--- src/rtl/can_mbm_consts.svh ---
// Offsets, field positions, reset values and sizes of the message buffer manager
`ifndef CAN_MBM_CONSTS_SVH
`define CAN_MBM_CONSTS_SVH
`define MBM_TX_BUFS        3
`define MBM_TX_BYTES       16
`define MBM_TX_MSG_BYTES   13
`define MBM_LOCAL_PRIORITY_BYTE      4'hd
`define MBM_TS_HI_BYTE     4'he
`define MBM_TS_LO_BYTE     4'hf
`define MBM_RX_SLOTS       5
`define MBM_RX_BYTES       15
`define MBM_RX_TS_HI       4'hd
`define MBM_RX_TS_LO       4'he
`define MBM_ADDR_TX_FLAG   8'h00
`define MBM_ADDR_TX_SEL    8'h01
`define MBM_ADDR_ABT_REQ   8'h02
`define MBM_ADDR_ABT_ACK   8'h03
`define MBM_ADDR_RX_FLAG   8'h04
`define MBM_ADDR_CTRL      8'h05
`define MBM_ADDR_IRQ_EN    8'h06
`define MBM_ADDR_TX_WIN    4'h1
`define MBM_ADDR_RX_WIN    4'h2
`define MBM_CTRL_INIT      0
`define MBM_CTRL_LOOP      1
`define MBM_CTRL_TSEN      2
`define MBM_RXF_FULL       0
`define MBM_RXF_OVR        1
`define MBM_IRQ_RX         3
`define MBM_IRQ_OVR        4
`define MBM_CTRL_RESET     8'h01
`define MBM_TXE_RESET      3'h7
`endif

--- src/rtl/can_mbm_pkg.sv ---
// Types shared by the message buffer manager
package can_mbm_pkg;
  typedef enum logic [1:0] {
    TX_IDLE = 2'b01,
    TX_BUSY = 2'b10
  } tx_state_type;
endpackage : can_mbm_pkg

--- src/rtl/can_message_buffer_manager.sv ---
// Transmit buffers, priority scheduler, abort logic and receive FIFO of a CAN controller
//
// The register offsets and strobed register access are this design's own decisions.
`timescale 1ns/100ps
`include "can_mbm_consts.svh"
// What this block does
// - Three independent transmit buffers allow back-to-back queued frames.
// - Each transmit buffer holds 13 message bytes, priority byte, two stamp bytes.
// - Software selects an empty buffer; it appears in the shared transmit window.
// - Clearing a buffer's empty flag marks it ready for transmission.
// - Successful send sets the empty flag; set empty flags raise unmasked transmit interrupt.
// - Among pending buffers the numerically lowest local priority goes first.
// - Priority selection reruns at every arbitration, also after a transmission error.
// - Abort of pending, not-sending buffer sets acknowledge, empty flag, transmit interrupt.
// - Acknowledge stays 1 after an abort and 0 after a real send.
// - Five-slot receive FIFO; background slot device-owned, foreground slot software-readable.
// - Each receive slot holds 15 bytes: control, identifier, data, time stamp.
// - Receive-full flag is set while foreground holds a valid accepted frame.
// - Incoming frame bytes go into the background slot while filtering runs.
// - Valid accepted frame shifts into FIFO; flag set and unmasked receive interrupt.
// - A following frame lands in the next free background slot.
// - Invalid or rejected frames are not shifted; next frame overwrites them.
// - Own frames outside loopback are captured but never queued, interrupted or acknowledged.
// - In loopback own frames are treated like any received frame.
// - After lost arbitration the block immediately receives the winning frame.
// - Valid accepted frame with FIFO full is dropped and raises overrun interrupt if enabled.
// - Transmission continues while full; acceptance resumes once a slot frees.
// - With stamping enabled, the bit timer is written into the buffer at frame end.
// - Stamp timer is zero in initialization mode and has no overflow indication.
module can_message_buffer_manager (
  input  wire logic       mclk,
  input  wire logic       rst_n,
  input  wire logic [7:0] reg_addr,
  input  wire logic [7:0] reg_wdata,
  input  wire logic       reg_wr,
  input  wire logic       reg_rd,
  output logic      [7:0] reg_rdata,
  input  wire logic       bit_tick,
  input  wire logic       arb_start,
  input  wire logic       tx_done,
  input  wire logic       tx_error,
  input  wire logic       arb_lost,
  input  wire logic [3:0] tx_rd_idx,
  output logic            tx_pending,
  output logic      [1:0] tx_cur_buf,
  output logic      [7:0] tx_rd_data,
  input  wire logic       rx_wr,
  input  wire logic [3:0] rx_wr_idx,
  input  wire logic [7:0] rx_wr_data,
  input  wire logic       rx_end,
  input  wire logic       rx_valid,
  input  wire logic       rx_accept,
  input  wire logic       rx_own,
  output logic            rx_ack_ok,
  output logic            tx_irq,
  output logic            rx_irq,
  output logic            err_irq
);

  //////////////////////////////////////////////////////////////////////////////////////
  // State and storage
  logic [7:0]                tx_mem [`MBM_TX_BUFS][`MBM_TX_BYTES];
  logic [7:0]                rx_mem [`MBM_RX_SLOTS][`MBM_RX_BYTES];
  logic [2:0]                txe_q, txe_d;
  logic [2:0]                abt_req_q, abt_req_d;
  logic [2:0]                abt_ack_q, abt_ack_d;
  logic [2:0]                sel_q;
  logic [1:0]                cur_q;
  can_mbm_pkg::tx_state_type tx_state_q;
  logic [2:0]                head_q;
  logic [2:0]                count_q, count_d;
  logic                      ovr_q;
  logic [7:0]                ctrl_q;
  logic [4:0]                irq_en_q;
  logic [15:0]               timer_q;
  logic [7:0]                tx_rd_data_q;

  //////////////////////////////////////////////////////////////////////////////////////
  // Helpers
  // Slot index arithmetic modulo five
  function automatic logic [2:0] slot_add(input logic [2:0] a, input logic [2:0] b);
    logic [3:0] s;
    s = {1'b0, a} + {1'b0, b};
    if (s >= 4'd5) begin
      s = s - 4'd5;
    end
    return s[2:0];
  endfunction : slot_add

  // Index of the lowest set bit of a three-bit mask
  function automatic logic [1:0] low_index(input logic [2:0] m);
    logic [1:0] r;
    r = 2'd0;
    if (m[0]) begin
      r = 2'd0;
    end else if (m[1]) begin
      r = 2'd1;
    end else if (m[2]) begin
      r = 2'd2;
    end
    return r;
  endfunction : low_index

  //////////////////////////////////////////////////////////////////////////////////////
  // Decode
  wire       init_mode  = ctrl_q[`MBM_CTRL_INIT];
  wire       loopback   = ctrl_q[`MBM_CTRL_LOOP];
  wire       ts_en      = ctrl_q[`MBM_CTRL_TSEN];
  wire       wr_txflag  = reg_wr && (reg_addr == `MBM_ADDR_TX_FLAG);
  wire       wr_txsel   = reg_wr && (reg_addr == `MBM_ADDR_TX_SEL);
  wire       wr_abtreq  = reg_wr && (reg_addr == `MBM_ADDR_ABT_REQ);
  wire       wr_rxflag  = reg_wr && (reg_addr == `MBM_ADDR_RX_FLAG);
  wire       wr_ctrl    = reg_wr && (reg_addr == `MBM_ADDR_CTRL);
  wire       wr_irqen   = reg_wr && (reg_addr == `MBM_ADDR_IRQ_EN);
  wire       in_txwin   = (reg_addr[7:4] == `MBM_ADDR_TX_WIN);
  wire       in_rxwin   = (reg_addr[7:4] == `MBM_ADDR_RX_WIN);
  wire [1:0] sel_idx    = low_index(sel_q);
  wire       sel_ok     = (sel_q != 3'b000) && ((sel_q & txe_q) != 3'b000);
  // Only empty buffers may be picked; the lowest such bit is kept one-hot
  wire [2:0] sel_pick   = reg_wdata[2:0] & txe_q;
  // Stamp bytes are read only; a queued buffer is locked against writes
  wire       win_wr     = reg_wr && in_txwin && sel_ok
                          && (reg_addr[3:0] < `MBM_TS_HI_BYTE);
  wire       sending    = (tx_state_q == can_mbm_pkg::TX_BUSY);
  wire [2:0] bg_slot    = slot_add(head_q, count_q);
  wire       fifo_full  = (count_q == 3'(`MBM_RX_SLOTS));
  wire       own_drop   = rx_own && !loopback;
  wire       rx_good    = rx_end && rx_valid && rx_accept && !own_drop;
  wire       rx_shift   = rx_good && !fifo_full;
  wire       rx_ovr     = rx_good && fifo_full;
  wire       rx_release = wr_rxflag && reg_wdata[`MBM_RXF_FULL] && (count_q != 3'd0);
  wire       rx_full    = (count_q != 3'd0);
  wire [2:0] pending    = ~txe_q;

  // Pick the pending buffer with the lowest priority byte; ties go to the lower index
  logic [1:0] best;
  logic [7:0] best_local_priority;
  logic       best_any;
  always_comb begin
    best      = 2'd0;
    best_local_priority = 8'hff;
    best_any  = 1'b0;
    for (int b = 0; b < `MBM_TX_BUFS; b++) begin
      if (pending[b] && !abt_req_q[b]
          && (!best_any || tx_mem[b][`MBM_LOCAL_PRIORITY_BYTE] < best_local_priority)) begin
        best      = 2'(b);
        best_local_priority = tx_mem[b][`MBM_LOCAL_PRIORITY_BYTE];
        best_any  = 1'b1;
      end
    end
  end

  //////////////////////////////////////////////////////////////////////////////////////
  // Transmit flags: hardware sets win over software clears
  generate
    for (genvar g = 0; g < `MBM_TX_BUFS; g++) begin : g_txflags
      wire hw_done  = sending && tx_done && (cur_q == 2'(g));
      wire can_abt  = abt_req_q[g] && pending[g] && !(sending && cur_q == 2'(g));
      wire sw_queue = wr_txflag && reg_wdata[g] && txe_q[g];
      always_comb begin
        txe_d[g]     = (txe_q[g] && !sw_queue) || hw_done || can_abt;
        abt_ack_d[g] = hw_done ? 1'b0 :
                       can_abt ? 1'b1 :
                       sw_queue ? 1'b0 : abt_ack_q[g];
        abt_req_d[g] = txe_d[g] ? 1'b0 :
                       ((wr_abtreq && reg_wdata[g]) || abt_req_q[g]);
      end
    end
  endgenerate

  // Control flags and selection pointer
  always_ff @(posedge mclk or negedge rst_n) begin
    if (!rst_n) begin
      txe_q     <= `MBM_TXE_RESET;
      abt_req_q <= 3'h0;
      abt_ack_q <= 3'h0;
      sel_q     <= 3'h0;
      ctrl_q    <= `MBM_CTRL_RESET;
      irq_en_q  <= 5'h00;
    end else begin
      txe_q     <= txe_d;
      abt_req_q <= abt_req_d;
      abt_ack_q <= abt_ack_d;
      if (wr_txsel) begin
        sel_q <= sel_pick & ~(sel_pick - 3'h1);
      end
      if (wr_ctrl) begin
        ctrl_q <= {5'h00, reg_wdata[2:0]};
      end
      if (wr_irqen) begin
        irq_en_q <= reg_wdata[4:0];
      end
    end
  end

  //////////////////////////////////////////////////////////////////////////////////////
  // Transmit scheduler: a fresh choice is latched at every arbitration start
  always_ff @(posedge mclk or negedge rst_n) begin
    if (!rst_n) begin
      tx_state_q <= can_mbm_pkg::TX_IDLE;
      cur_q      <= 2'd0;
    end else begin
      unique case (tx_state_q)
        can_mbm_pkg::TX_IDLE: begin
          if (arb_start && best_any) begin
            tx_state_q <= can_mbm_pkg::TX_BUSY;
            cur_q      <= best;
          end
        end
        can_mbm_pkg::TX_BUSY: begin
          // Error and lost arbitration both drop back so the next start re-chooses
          if (tx_done || tx_error || arb_lost) begin
            tx_state_q <= can_mbm_pkg::TX_IDLE;
          end
        end
      endcase
    end
  end

  assign tx_pending = best_any;
  assign tx_cur_buf = cur_q;
  assign tx_rd_data = tx_rd_data_q;
  // Own frames are not acknowledged unless looped back
  assign rx_ack_ok  = loopback || !sending;

  //////////////////////////////////////////////////////////////////////////////////////
  // Transmit buffer storage; the stamp lands in the buffer that just went out
  always_ff @(posedge mclk) begin
    if (win_wr) begin
      tx_mem[sel_idx][reg_addr[3:0]] <= reg_wdata;
    end
    if (sending && tx_done && ts_en) begin
      tx_mem[cur_q][`MBM_TS_HI_BYTE] <= timer_q[15:8];
      tx_mem[cur_q][`MBM_TS_LO_BYTE] <= timer_q[7:0];
    end
    tx_rd_data_q <= tx_mem[cur_q][tx_rd_idx];
  end

  //////////////////////////////////////////////////////////////////////////////////////
  // Receive storage: bytes stream into the background slot while filtering runs
  always_ff @(posedge mclk) begin
    if (rx_wr && !fifo_full && (rx_wr_idx < 4'(`MBM_RX_BYTES))) begin
      rx_mem[bg_slot][rx_wr_idx] <= rx_wr_data;
    end
    if (rx_end && rx_valid && ts_en && !fifo_full) begin
      rx_mem[bg_slot][`MBM_RX_TS_HI] <= timer_q[15:8];
      rx_mem[bg_slot][`MBM_RX_TS_LO] <= timer_q[7:0];
    end
  end

  // Occupancy: a shift and a release in one cycle cancel out, so no event is lost
  always_comb begin
    count_d = count_q;
    if (rx_shift && !rx_release) begin
      count_d = count_q + 3'd1;
    end else if (rx_release && !rx_shift) begin
      count_d = count_q - 3'd1;
    end
  end

  always_ff @(posedge mclk or negedge rst_n) begin
    if (!rst_n) begin
      head_q  <= 3'd0;
      count_q <= 3'd0;
      ovr_q   <= 1'b0;
    end else begin
      count_q <= count_d;
      if (rx_release) begin
        head_q <= slot_add(head_q, 3'd1);
      end
      // Overrun set wins over a clear in the same cycle
      ovr_q <= rx_ovr || (ovr_q && !(wr_rxflag && reg_wdata[`MBM_RXF_OVR]));
    end
  end

  //////////////////////////////////////////////////////////////////////////////////////
  // Stamp timer: free running on bit ticks, wraps silently, held at zero in init
  always_ff @(posedge mclk or negedge rst_n) begin
    if (!rst_n) begin
      timer_q <= 16'h0000;
    end else if (init_mode) begin
      timer_q <= 16'h0000;
    end else if (bit_tick) begin
      timer_q <= timer_q + 16'h0001;
    end
  end

  //////////////////////////////////////////////////////////////////////////////////////
  // Interrupt lines are plain levels gated by the enable register
  assign tx_irq  = |(txe_q & irq_en_q[2:0]);
  assign rx_irq  = rx_full && irq_en_q[`MBM_IRQ_RX];
  assign err_irq = ovr_q && irq_en_q[`MBM_IRQ_OVR];

  //////////////////////////////////////////////////////////////////////////////////////
  // Read port: data stands in the cycle after the strobe only
  logic [7:0] rd_mux;
  always_comb begin
    rd_mux = 8'h00;
    if (in_txwin) begin
      rd_mux = sel_ok ? tx_mem[sel_idx][reg_addr[3:0]] : 8'h00;
    end else if (in_rxwin) begin
      rd_mux = (rx_full && reg_addr[3:0] < 4'(`MBM_RX_BYTES))
               ? rx_mem[head_q][reg_addr[3:0]] : 8'h00;
    end else begin
      unique case (reg_addr)
        `MBM_ADDR_TX_FLAG: rd_mux = {5'h00, txe_q};
        `MBM_ADDR_TX_SEL:  rd_mux = {5'h00, sel_q};
        `MBM_ADDR_ABT_REQ: rd_mux = {5'h00, abt_req_q};
        `MBM_ADDR_ABT_ACK: rd_mux = {5'h00, abt_ack_q};
        `MBM_ADDR_RX_FLAG: rd_mux = {6'h00, ovr_q, rx_full};
        `MBM_ADDR_CTRL:    rd_mux = ctrl_q;
        `MBM_ADDR_IRQ_EN:  rd_mux = {3'h0, irq_en_q};
        default:           rd_mux = 8'h00;
      endcase
    end
  end

  always_ff @(posedge mclk or negedge rst_n) begin
    if (!rst_n) begin
      reg_rdata <= 8'h00;
    end else begin
      reg_rdata <= reg_rd ? rd_mux : 8'h00;
    end
  end

  //////////////////////////////////////////////////////////////////////////////////////
  // Checks
  logic rx_release_q;

  always_ff @(posedge mclk or negedge rst_n) begin
    if (!rst_n) begin
      rx_release_q <= 1'b0;
    end else begin
      rx_release_q <= rx_release;
    end
  end
endmodule : can_message_buffer_manager

--- config.mk ---
export PLATFORM = sky130hd
export DESIGN_NAME = can_message_buffer_manager
export DESIGN_NICKNAME = d
export VERILOG_FILES = /design/src/rtl/can_mbm_pkg.sv /design/src/rtl/can_message_buffer_manager.sv
export VERILOG_INCLUDE_DIRS = /design/src /design/src/rtl
export SDC_FILE = /design/constraint.sdc
export NUM_CORES = 2
export LEC_CHECK = 0
export BUFFER_PORTS_ARGS = -buffer_cell sky130_fd_sc_hd__buf_2
export CORE_UTILIZATION = 31
export CTS_CLUSTER_SIZE = 10
export DETAILED_ROUTE_END_ITERATION = 10
export PLACE_DENSITY = 0.43
export SYNTH_ARGS = -nofsm -noshare
export SYNTH_HDL_FRONTEND = slang
export SYNTH_SLANG_ARGS = --single-unit
--- constraint.sdc ---
create_clock -name mclk -period 8.2 [get_ports mclk]
set_clock_uncertainty 0.05 [all_clocks]
set_input_delay 0 -clock mclk [delete_from_list [all_inputs] [get_ports mclk]]
set_output_delay 0 -clock mclk [all_outputs]
set_load 0.01 [all_outputs]
---- After elaboration in Yosys (flattened, before gate mapping) ----
Memory sizes are Yosys's and may differ from the RTL's.
Cells that the tools add are included.
storage, ports and cells
  output and inout bits ................... 23
  input bits .............................. 46
  logic and storage cells ................. 261
  flip-flop bits (word level) ............. 63
  RAM bits ................................ 984
  memories ................................ 2
operators by class
  $add $sub $neg .......................... 8
  reduce and logical (&&, ||, !) cells .... 109
  multiplexer cells ....................... 74
  bitwise gates (word level) .............. 25
  $lt $le $gt $ge ......................... 12
  equality and inequality tests ........... 15
memories
  name    words  bits a word  rd ports  clocked after memory_dff  write ports  RTL line                          source
  rx_mem  5      120          1         0                         1            can_message_buffer_manager.sv:63  logic [7:0] rx_mem [`MBM_RX_SLOTS][`MBM_RX_BYTES];
  tx_mem  3      128          5         0                         2            can_message_buffer_manager.sv:62  logic [7:0] tx_mem [`MBM_TX_BUFS][`MBM_TX_BYTES];
operator list
  kind                     number
  $mux W128                1
  $mux W120                1
  $mux W8                  15
  $bmux W8 S4              3
  $demux W8 S4             2
  $logic_and A1 B1 Y1      63
  $mux W1                  38
  $pmux W5 S7              1
  $mux W16                 2
  $eq A8 B3 Y1 const B     3
  $logic_not A1 Y1         18
  $reduce_bool A3 Y1       6
  $add A16 B1 Y16 const B  1
  $eq A8 B2 Y1 const B     2
  $lt A8 B8 Y1             2
  $or A1 B1 Y1             16
  $ge A5 B5 Y1 const B     3
  $logic_or A1 B1 Y1       15
  $not A4 Y5               3
  $and A3 B3 Y3            4
  $lt A4 B4 Y1 const B     3
  $mux W2                  6
  $mux W3                  4
  $lt A5 B1 Y1 const B     2
  21 further kinds         29

---- Longest topological paths before layout ----
  word-level depth ........................ 14
  gate-level depth with buffers ........... 20
  gate-level depth less buffers ........... 17

---- Least setup slack after synthesis ----
No wires, ideal clock.
  path kind ............................... reg-to-reg
  start ................................... register txe_q[0]
  end ..................................... register cur_q[0] (netlist: tx_cur_buf[0])
  cell stages (with the launch flop) ...... 18
  slack ................................... 3.846 ns
  buffers on the path ..................... 3
  setup time .............................. 0.141 ns
  data arrival time ....................... 4.163 ns
  period minus slack after synthesis ...... 4.354 ns
  data required time ...................... 8.009 ns
  cells stage by stage .................... dfstp_2 > clkbuf_1 > or2_2 > clkbuf_1 > nor2_1 > ha_1 > o21a_1 > o211ai_1 > nand2_1 > a311oi_1 > clkbuf_1 > mux2_2 > ha_1 > and4_1 > a2111oi_0 > nand2_1 > a311oi_1 > a211oi_1
between the ends
  longest elaborated chain between the ends .. 13
  elaborated cells between the ends (all ways) .. 19
  those cells by class .................... order compare: 2; mux: 7; bitwise: 1; reduce/logical: 9
RTL lines
  what                                              RTL line                           source
  start, declared                                   can_message_buffer_manager.sv:64   logic [2:0] txe_q, txe_d;
  start signal, assigned                            can_message_buffer_manager.sv:174  txe_q <= `MBM_TXE_RESET;
  start signal, assigned                            can_message_buffer_manager.sv:181  txe_q <= txe_d;
  $not A3 Y3 *                                      can_message_buffer_manager.sv:133  wire [2:0] pending = ~txe_q;
  $logic_and A1 B1 Y1 *                             can_message_buffer_manager.sv:144  if (pending[b] && !abt_req_q[b]
  $mux W8 or $mux W1 (tied branches)                can_message_buffer_manager.sv:144
  $lt A8 B8 Y1 or $logic_not A1 Y1 (tied branches)  can_message_buffer_manager.sv:145  && (!best_any || tx_mem[b][`MBM_LOCAL_PRIORITY_BYTE] < best_local_priority)) begin
  $logic_or A1 B1 Y1                                can_message_buffer_manager.sv:145
  $logic_and A1 B1 Y1                               can_message_buffer_manager.sv:144
  $mux W8 or $mux W1 (tied branches)                can_message_buffer_manager.sv:144
  $lt A8 B8 Y1 or $logic_not A1 Y1 (tied branches)  can_message_buffer_manager.sv:145
  $logic_or A1 B1 Y1                                can_message_buffer_manager.sv:145
  $logic_and A1 B1 Y1                               can_message_buffer_manager.sv:144
  $mux W1                                           can_message_buffer_manager.sv:144
  $logic_and A1 B1 Y1                               can_message_buffer_manager.sv:205  if (arb_start && best_any) begin
  $reduce_and A2 Y1 (no line)                       -
  end signal, assigned                              can_message_buffer_manager.sv:207  cur_q <= best;
  end, declared                                     can_message_buffer_manager.sv:68   logic [1:0] cur_q;
Every way passes the cells marked *; elsewhere a longest branch is shown, timed or not.
A chain may end at the register's enable or synchronous reset.

---- Worst setup path after layout ----
  start ................................... register head_q[0]
  end ..................................... memory rx_mem[2][66] (netlist bit) (enable)
between the ends
  longest elaborated chain between the ends .. 3
  elaborated cells between the ends (all ways) .. 4
  those cells by class .................... add/sub: 2; order compare: 1; mux: 1
RTL lines
  what                                           RTL line                                                            source
  start, declared                                can_message_buffer_manager.sv:70                                    logic [2:0] head_q;
  start signal, assigned                         can_message_buffer_manager.sv:269                                   head_q <= slot_add(head_q, 3'd1);
  $add A3 B3 Y4 *                                can_message_buffer_manager.sv:83                                    s = {1'b0, a} + {1'b0, b};
  $ge A4 B3 Y1 or $sub A3 B3 Y3 (tied branches)  can_message_buffer_manager.sv:84, can_message_buffer_manager.sv:85
  $mux W3 *                                      can_message_buffer_manager.sv:84                                    if (s >= 4'd5) begin
  end, declared                                  can_message_buffer_manager.sv:63
Marks and branches as above.

==> results.txt <==
Gr busiest metal - met2
Setup WS post-layout - 3.252 ns
Clock share of power - 38.8%
Post-CTS Setup Bufs - 0
Sw Share - 26.94%
Grt met3 use - 4.370%
Die footprint - 165800 µm²
Crit start category - register
Worst-Skew Late Latency - 0.79 ns
Fin crit share - 60.34%
Max stage delay on crit path - 0.87 ns
RePlAce Congestion - 0.8424
Critical Path Sink Type - register
Final Setup Violations - 0
Drt drc - 0
Drt via density - 5.371
Vias in the first global route - 30320
IO Pins - 69
Max frequency - 202.1 MHz
First-pass GRT wire length - 239.7 mm
FF+latch count, synth - 1175
Share of layout cells above drive strength 1 - 22.01%
CTS tree - built
Half-perimeter wire length after detailed placement - 109.5 mm
Post-route minimum period - 4.948 ns
Max-slew violation count - 0
Fillers - 15220
Grt met2 use - 32.74%
DRT Pass-1 Iters - 5
DR vias - 29440
VDD IR max - 218.5 µV
CP max FO - 35
Seq. cell area - 34950 µm²
ANT nets after route - 0
WP data required - 8.57 ns
Final Util - 36.16%
GRT Total Usage - 20.34%
Net switching power - 0.004034 W
Initial antenna violation count - 8
Relative slew slack - 13.94%
Fin cells - 5482
Cts repair resizes - 0
H-tree levels - 4
Largest net degree at the start of global routing - 98
Dpl ws - 3.237 ns
PortBufs - 68
Crit Path Category - register to register
Grt ovf - 0
Chip Width - 407.2 µm
Die Ht - 407.2 µm
Number of synthesized flops with an enable pin - 1112
Main flop type after synthesis - edfxtp_1
Leakage - 18.86 nW
Combinational Power Share - 14.7%
Post-synth cell types - 69
Power after layout - 0.01497 W
Cell count after synthesis - 2958
RSZ-0062 raised after global routing - no
Final nets - 3293
Int Pwr - 0.01094 W
Power per cell area - 254.3 nW/µm²
M1 GR Usage - 27.70%
Core area - 162800 µm²
Num CTS Buffers - 143
Mapped Avg Cell Area - 17.20 µm²
Outcome - finished, final reports clean
# rows - 148
Slowest cell on crit path - dfrtp_4
Worst-path clk slew - 0.06 ns
Post-Syn Area - 50890 µm²
Endpoints failing hold - 0
Crit-path cells - ha_1, fa_1, inv_1, ha_1, nor2b_1, o21ai_1, a211oi_1, nor2_1, and3_1, a31oi_4, nor2_1
TNS Setup - 0 ns
Reg2Reg Setup Slack - 3.25 ns
Routed WL per cell - 30.92 µm
Worst-margin pin slew - 1.286 ns
Async set-reset flop share out of synthesis - 4.681%
Root buffer cell - clkbuf_16
Clock Path Buffers - 3
Hold Crit Class - primary input to register
WL final - 169.5 mm
DR iter-0 viols - 3060
MaxCap Viol Count - 0
Area growth syn-to-layout - 15.68%
CP delay by family, top - compound AO/OA/AOI/OAI gates
Multi-input gate area - 15360 µm²
Warnings, synthesis - 0
Worst EP arrival - 5.32 ns
Cell count after placement - 5212
Flop pwr share - 46.5%
Initial Util - 31.26%
Critical path buffers and inverters - 1
Seq/Total Area, Yosys - 68.65%
# clock sinks - 1175
worst paths after layout:
path,depth (start not counted),endpoint,startpoint
max in group asynchronous,4,sel_q[0],rst_n
hold reg to reg,1,irq_en_q[4],irq_en_q[4]
hold / removal,5,reg_rdata[0],reg_addr[2]
setup reg to reg,11,rx_mem[2][66],head_q[0]
min in group asynchronous,3,ctrl_q[0],rst_n
setup / recovery,11,rx_mem[2][66],head_q[0]
through the flow:
step | instance area (µm²) | hold slack (ns)
finish | 58870 | 0.03158
CTS | 58860 | 0.01385
detailed placement | 54250 | 0.08119
floorplan | 51300 | -0.3456
global route | 58860 | 0.07234
global placement | 54250 | 0.08238
synth_stat cells, drive strengths merged, types with 10 or more instances:
master | instances | area, µm²
nand2 | 373 | 1400
o21ai | 45 | 225.2
a22oi | 22 | 165.2
buf | 99 | 605.6
nor2b | 15 | 93.84
nor3 | 59 | 295.3
a32oi | 39 | 341.6
mux2 | 46 | 518.0
o22ai | 10 | 62.56
nand2b | 12 | 75.07
o211ai | 20 | 150.1
nand3 | 80 | 400.4
mux4 | 343 | 7725
edfxtp | 1112 | 33390
xor2 | 15 | 131.4
nand4 | 11 | 68.82
ha | 23 | 287.8
dfrtp | 50 | 1251
a31oi | 36 | 225.2
inv | 31 | 116.4
mux2i | 104 | 1041
and2 | 11 | 68.82
nor2 | 154 | 580.6
a21oi | 34 | 170.2
clkbuf | 98 | 367.9
placed cells by master, fill, tap and decap left out, types with 26 or more instances in the layout:
cell | Yosys | routed
dlygate4sd3_1 | 0 | 39
edfxtp_1 | 1112 | 1112
nor2_1 | 153 | 152
a21oi_1 | 34 | 34
mux4_2 | 343 | 343
o21ai_0 | 32 | 32
buf_4 | 14 | 99
nand3_1 | 80 | 80
a32oi_1 | 39 | 39
dfrtp_1 | 50 | 46
nand2_1 | 373 | 373
conb_1 | 1 | 112
a31oi_1 | 36 | 33
buf_2 | 61 | 64
mux2_1 | 26 | 26
nor3_1 | 59 | 59
clkbuf_16 | 0 | 144
clkbuf_1 | 98 | 51
mux2i_1 | 104 | 104
registers in the layout, indices dropped and copies added, names as in the netlist, 5 cells and up:
name,cells
reg_rdata,8
rx_mem,600
tx_rd_data,8
timer_q,16
tx_mem,512
irq_en_q,5
routing by layer:
metal | vias to the layer above | wire (µm)
met5 | - | 30
met4 | 6 | 4247
met3 | 236 | 11540
met2 | 1189 | 81160
met1 | 15730 | 72520
li1 | 12280 | -
power groups by stage:
stage / logic (W) / clock network (W) / registers [W]
after floorplan: 0.00139 / 0 / 0.00693
after global placement: 0.00220 / 0 / 0.00708
after detailed placement: 0.00221 / 0 / 0.00708
after CTS: 0.00224 / 0.00594 / 0.00696
after global routing: 0.00234 / 0.00616 / 0.00698
final: 0.00220 / 0.00581 / 0.00696
cells by family (layout without fill, tap and decap cells):
logic type	count (synthesis)	count (layout)	share of synthesized area (%)
other	1	116	0.007369
and+or+nand+nor	754	754	6.408
buffers and inverters	228	462	2.142
adders and majority gates	25	25	0.6442
AOI/OAI and AO/OA	261	261	3.543
xor gates and xnor gates	21	21	0.3614
DFF	1175	1175	68.65
muxes	493	493	18.24
worst reg2reg max path, cell delays in order (launching register included):
cell and delay, ns:
dfrtp_4 0.87, ha_1 0.30, fa_1 0.51, inv_1 0.16, ha_1 0.21, nor2b_1 0.20, o21ai_1 0.10, a211oi_1 0.45
nor2_1 0.21, and3_1 0.26, a31oi_4 0.83, nor2_1 0.44
area by class of cell:
cell class | instances | area share, %
diodes | 4 | 0.01700
clock buffers | 199 | 6.540
clock inverters | 27 | 0.5781
inverters | 31 | 0.1977
multi-input cells | 1666 | 26.10
flip-flops and latches | 1175 | 59.37
well taps | 2175 | 4.623
repair buffers | 205 | 2.570
repair_timing:
| item | 4_1_cts | 5_1_grt |
|---|---|---|
| hold endpoints to repair | 747 | 0 |
| setup endpoints to repair | 0 | 0 |
| hold buffers | 40 | 0 |
No activity file was read; power rests on OpenSTA's default activity.
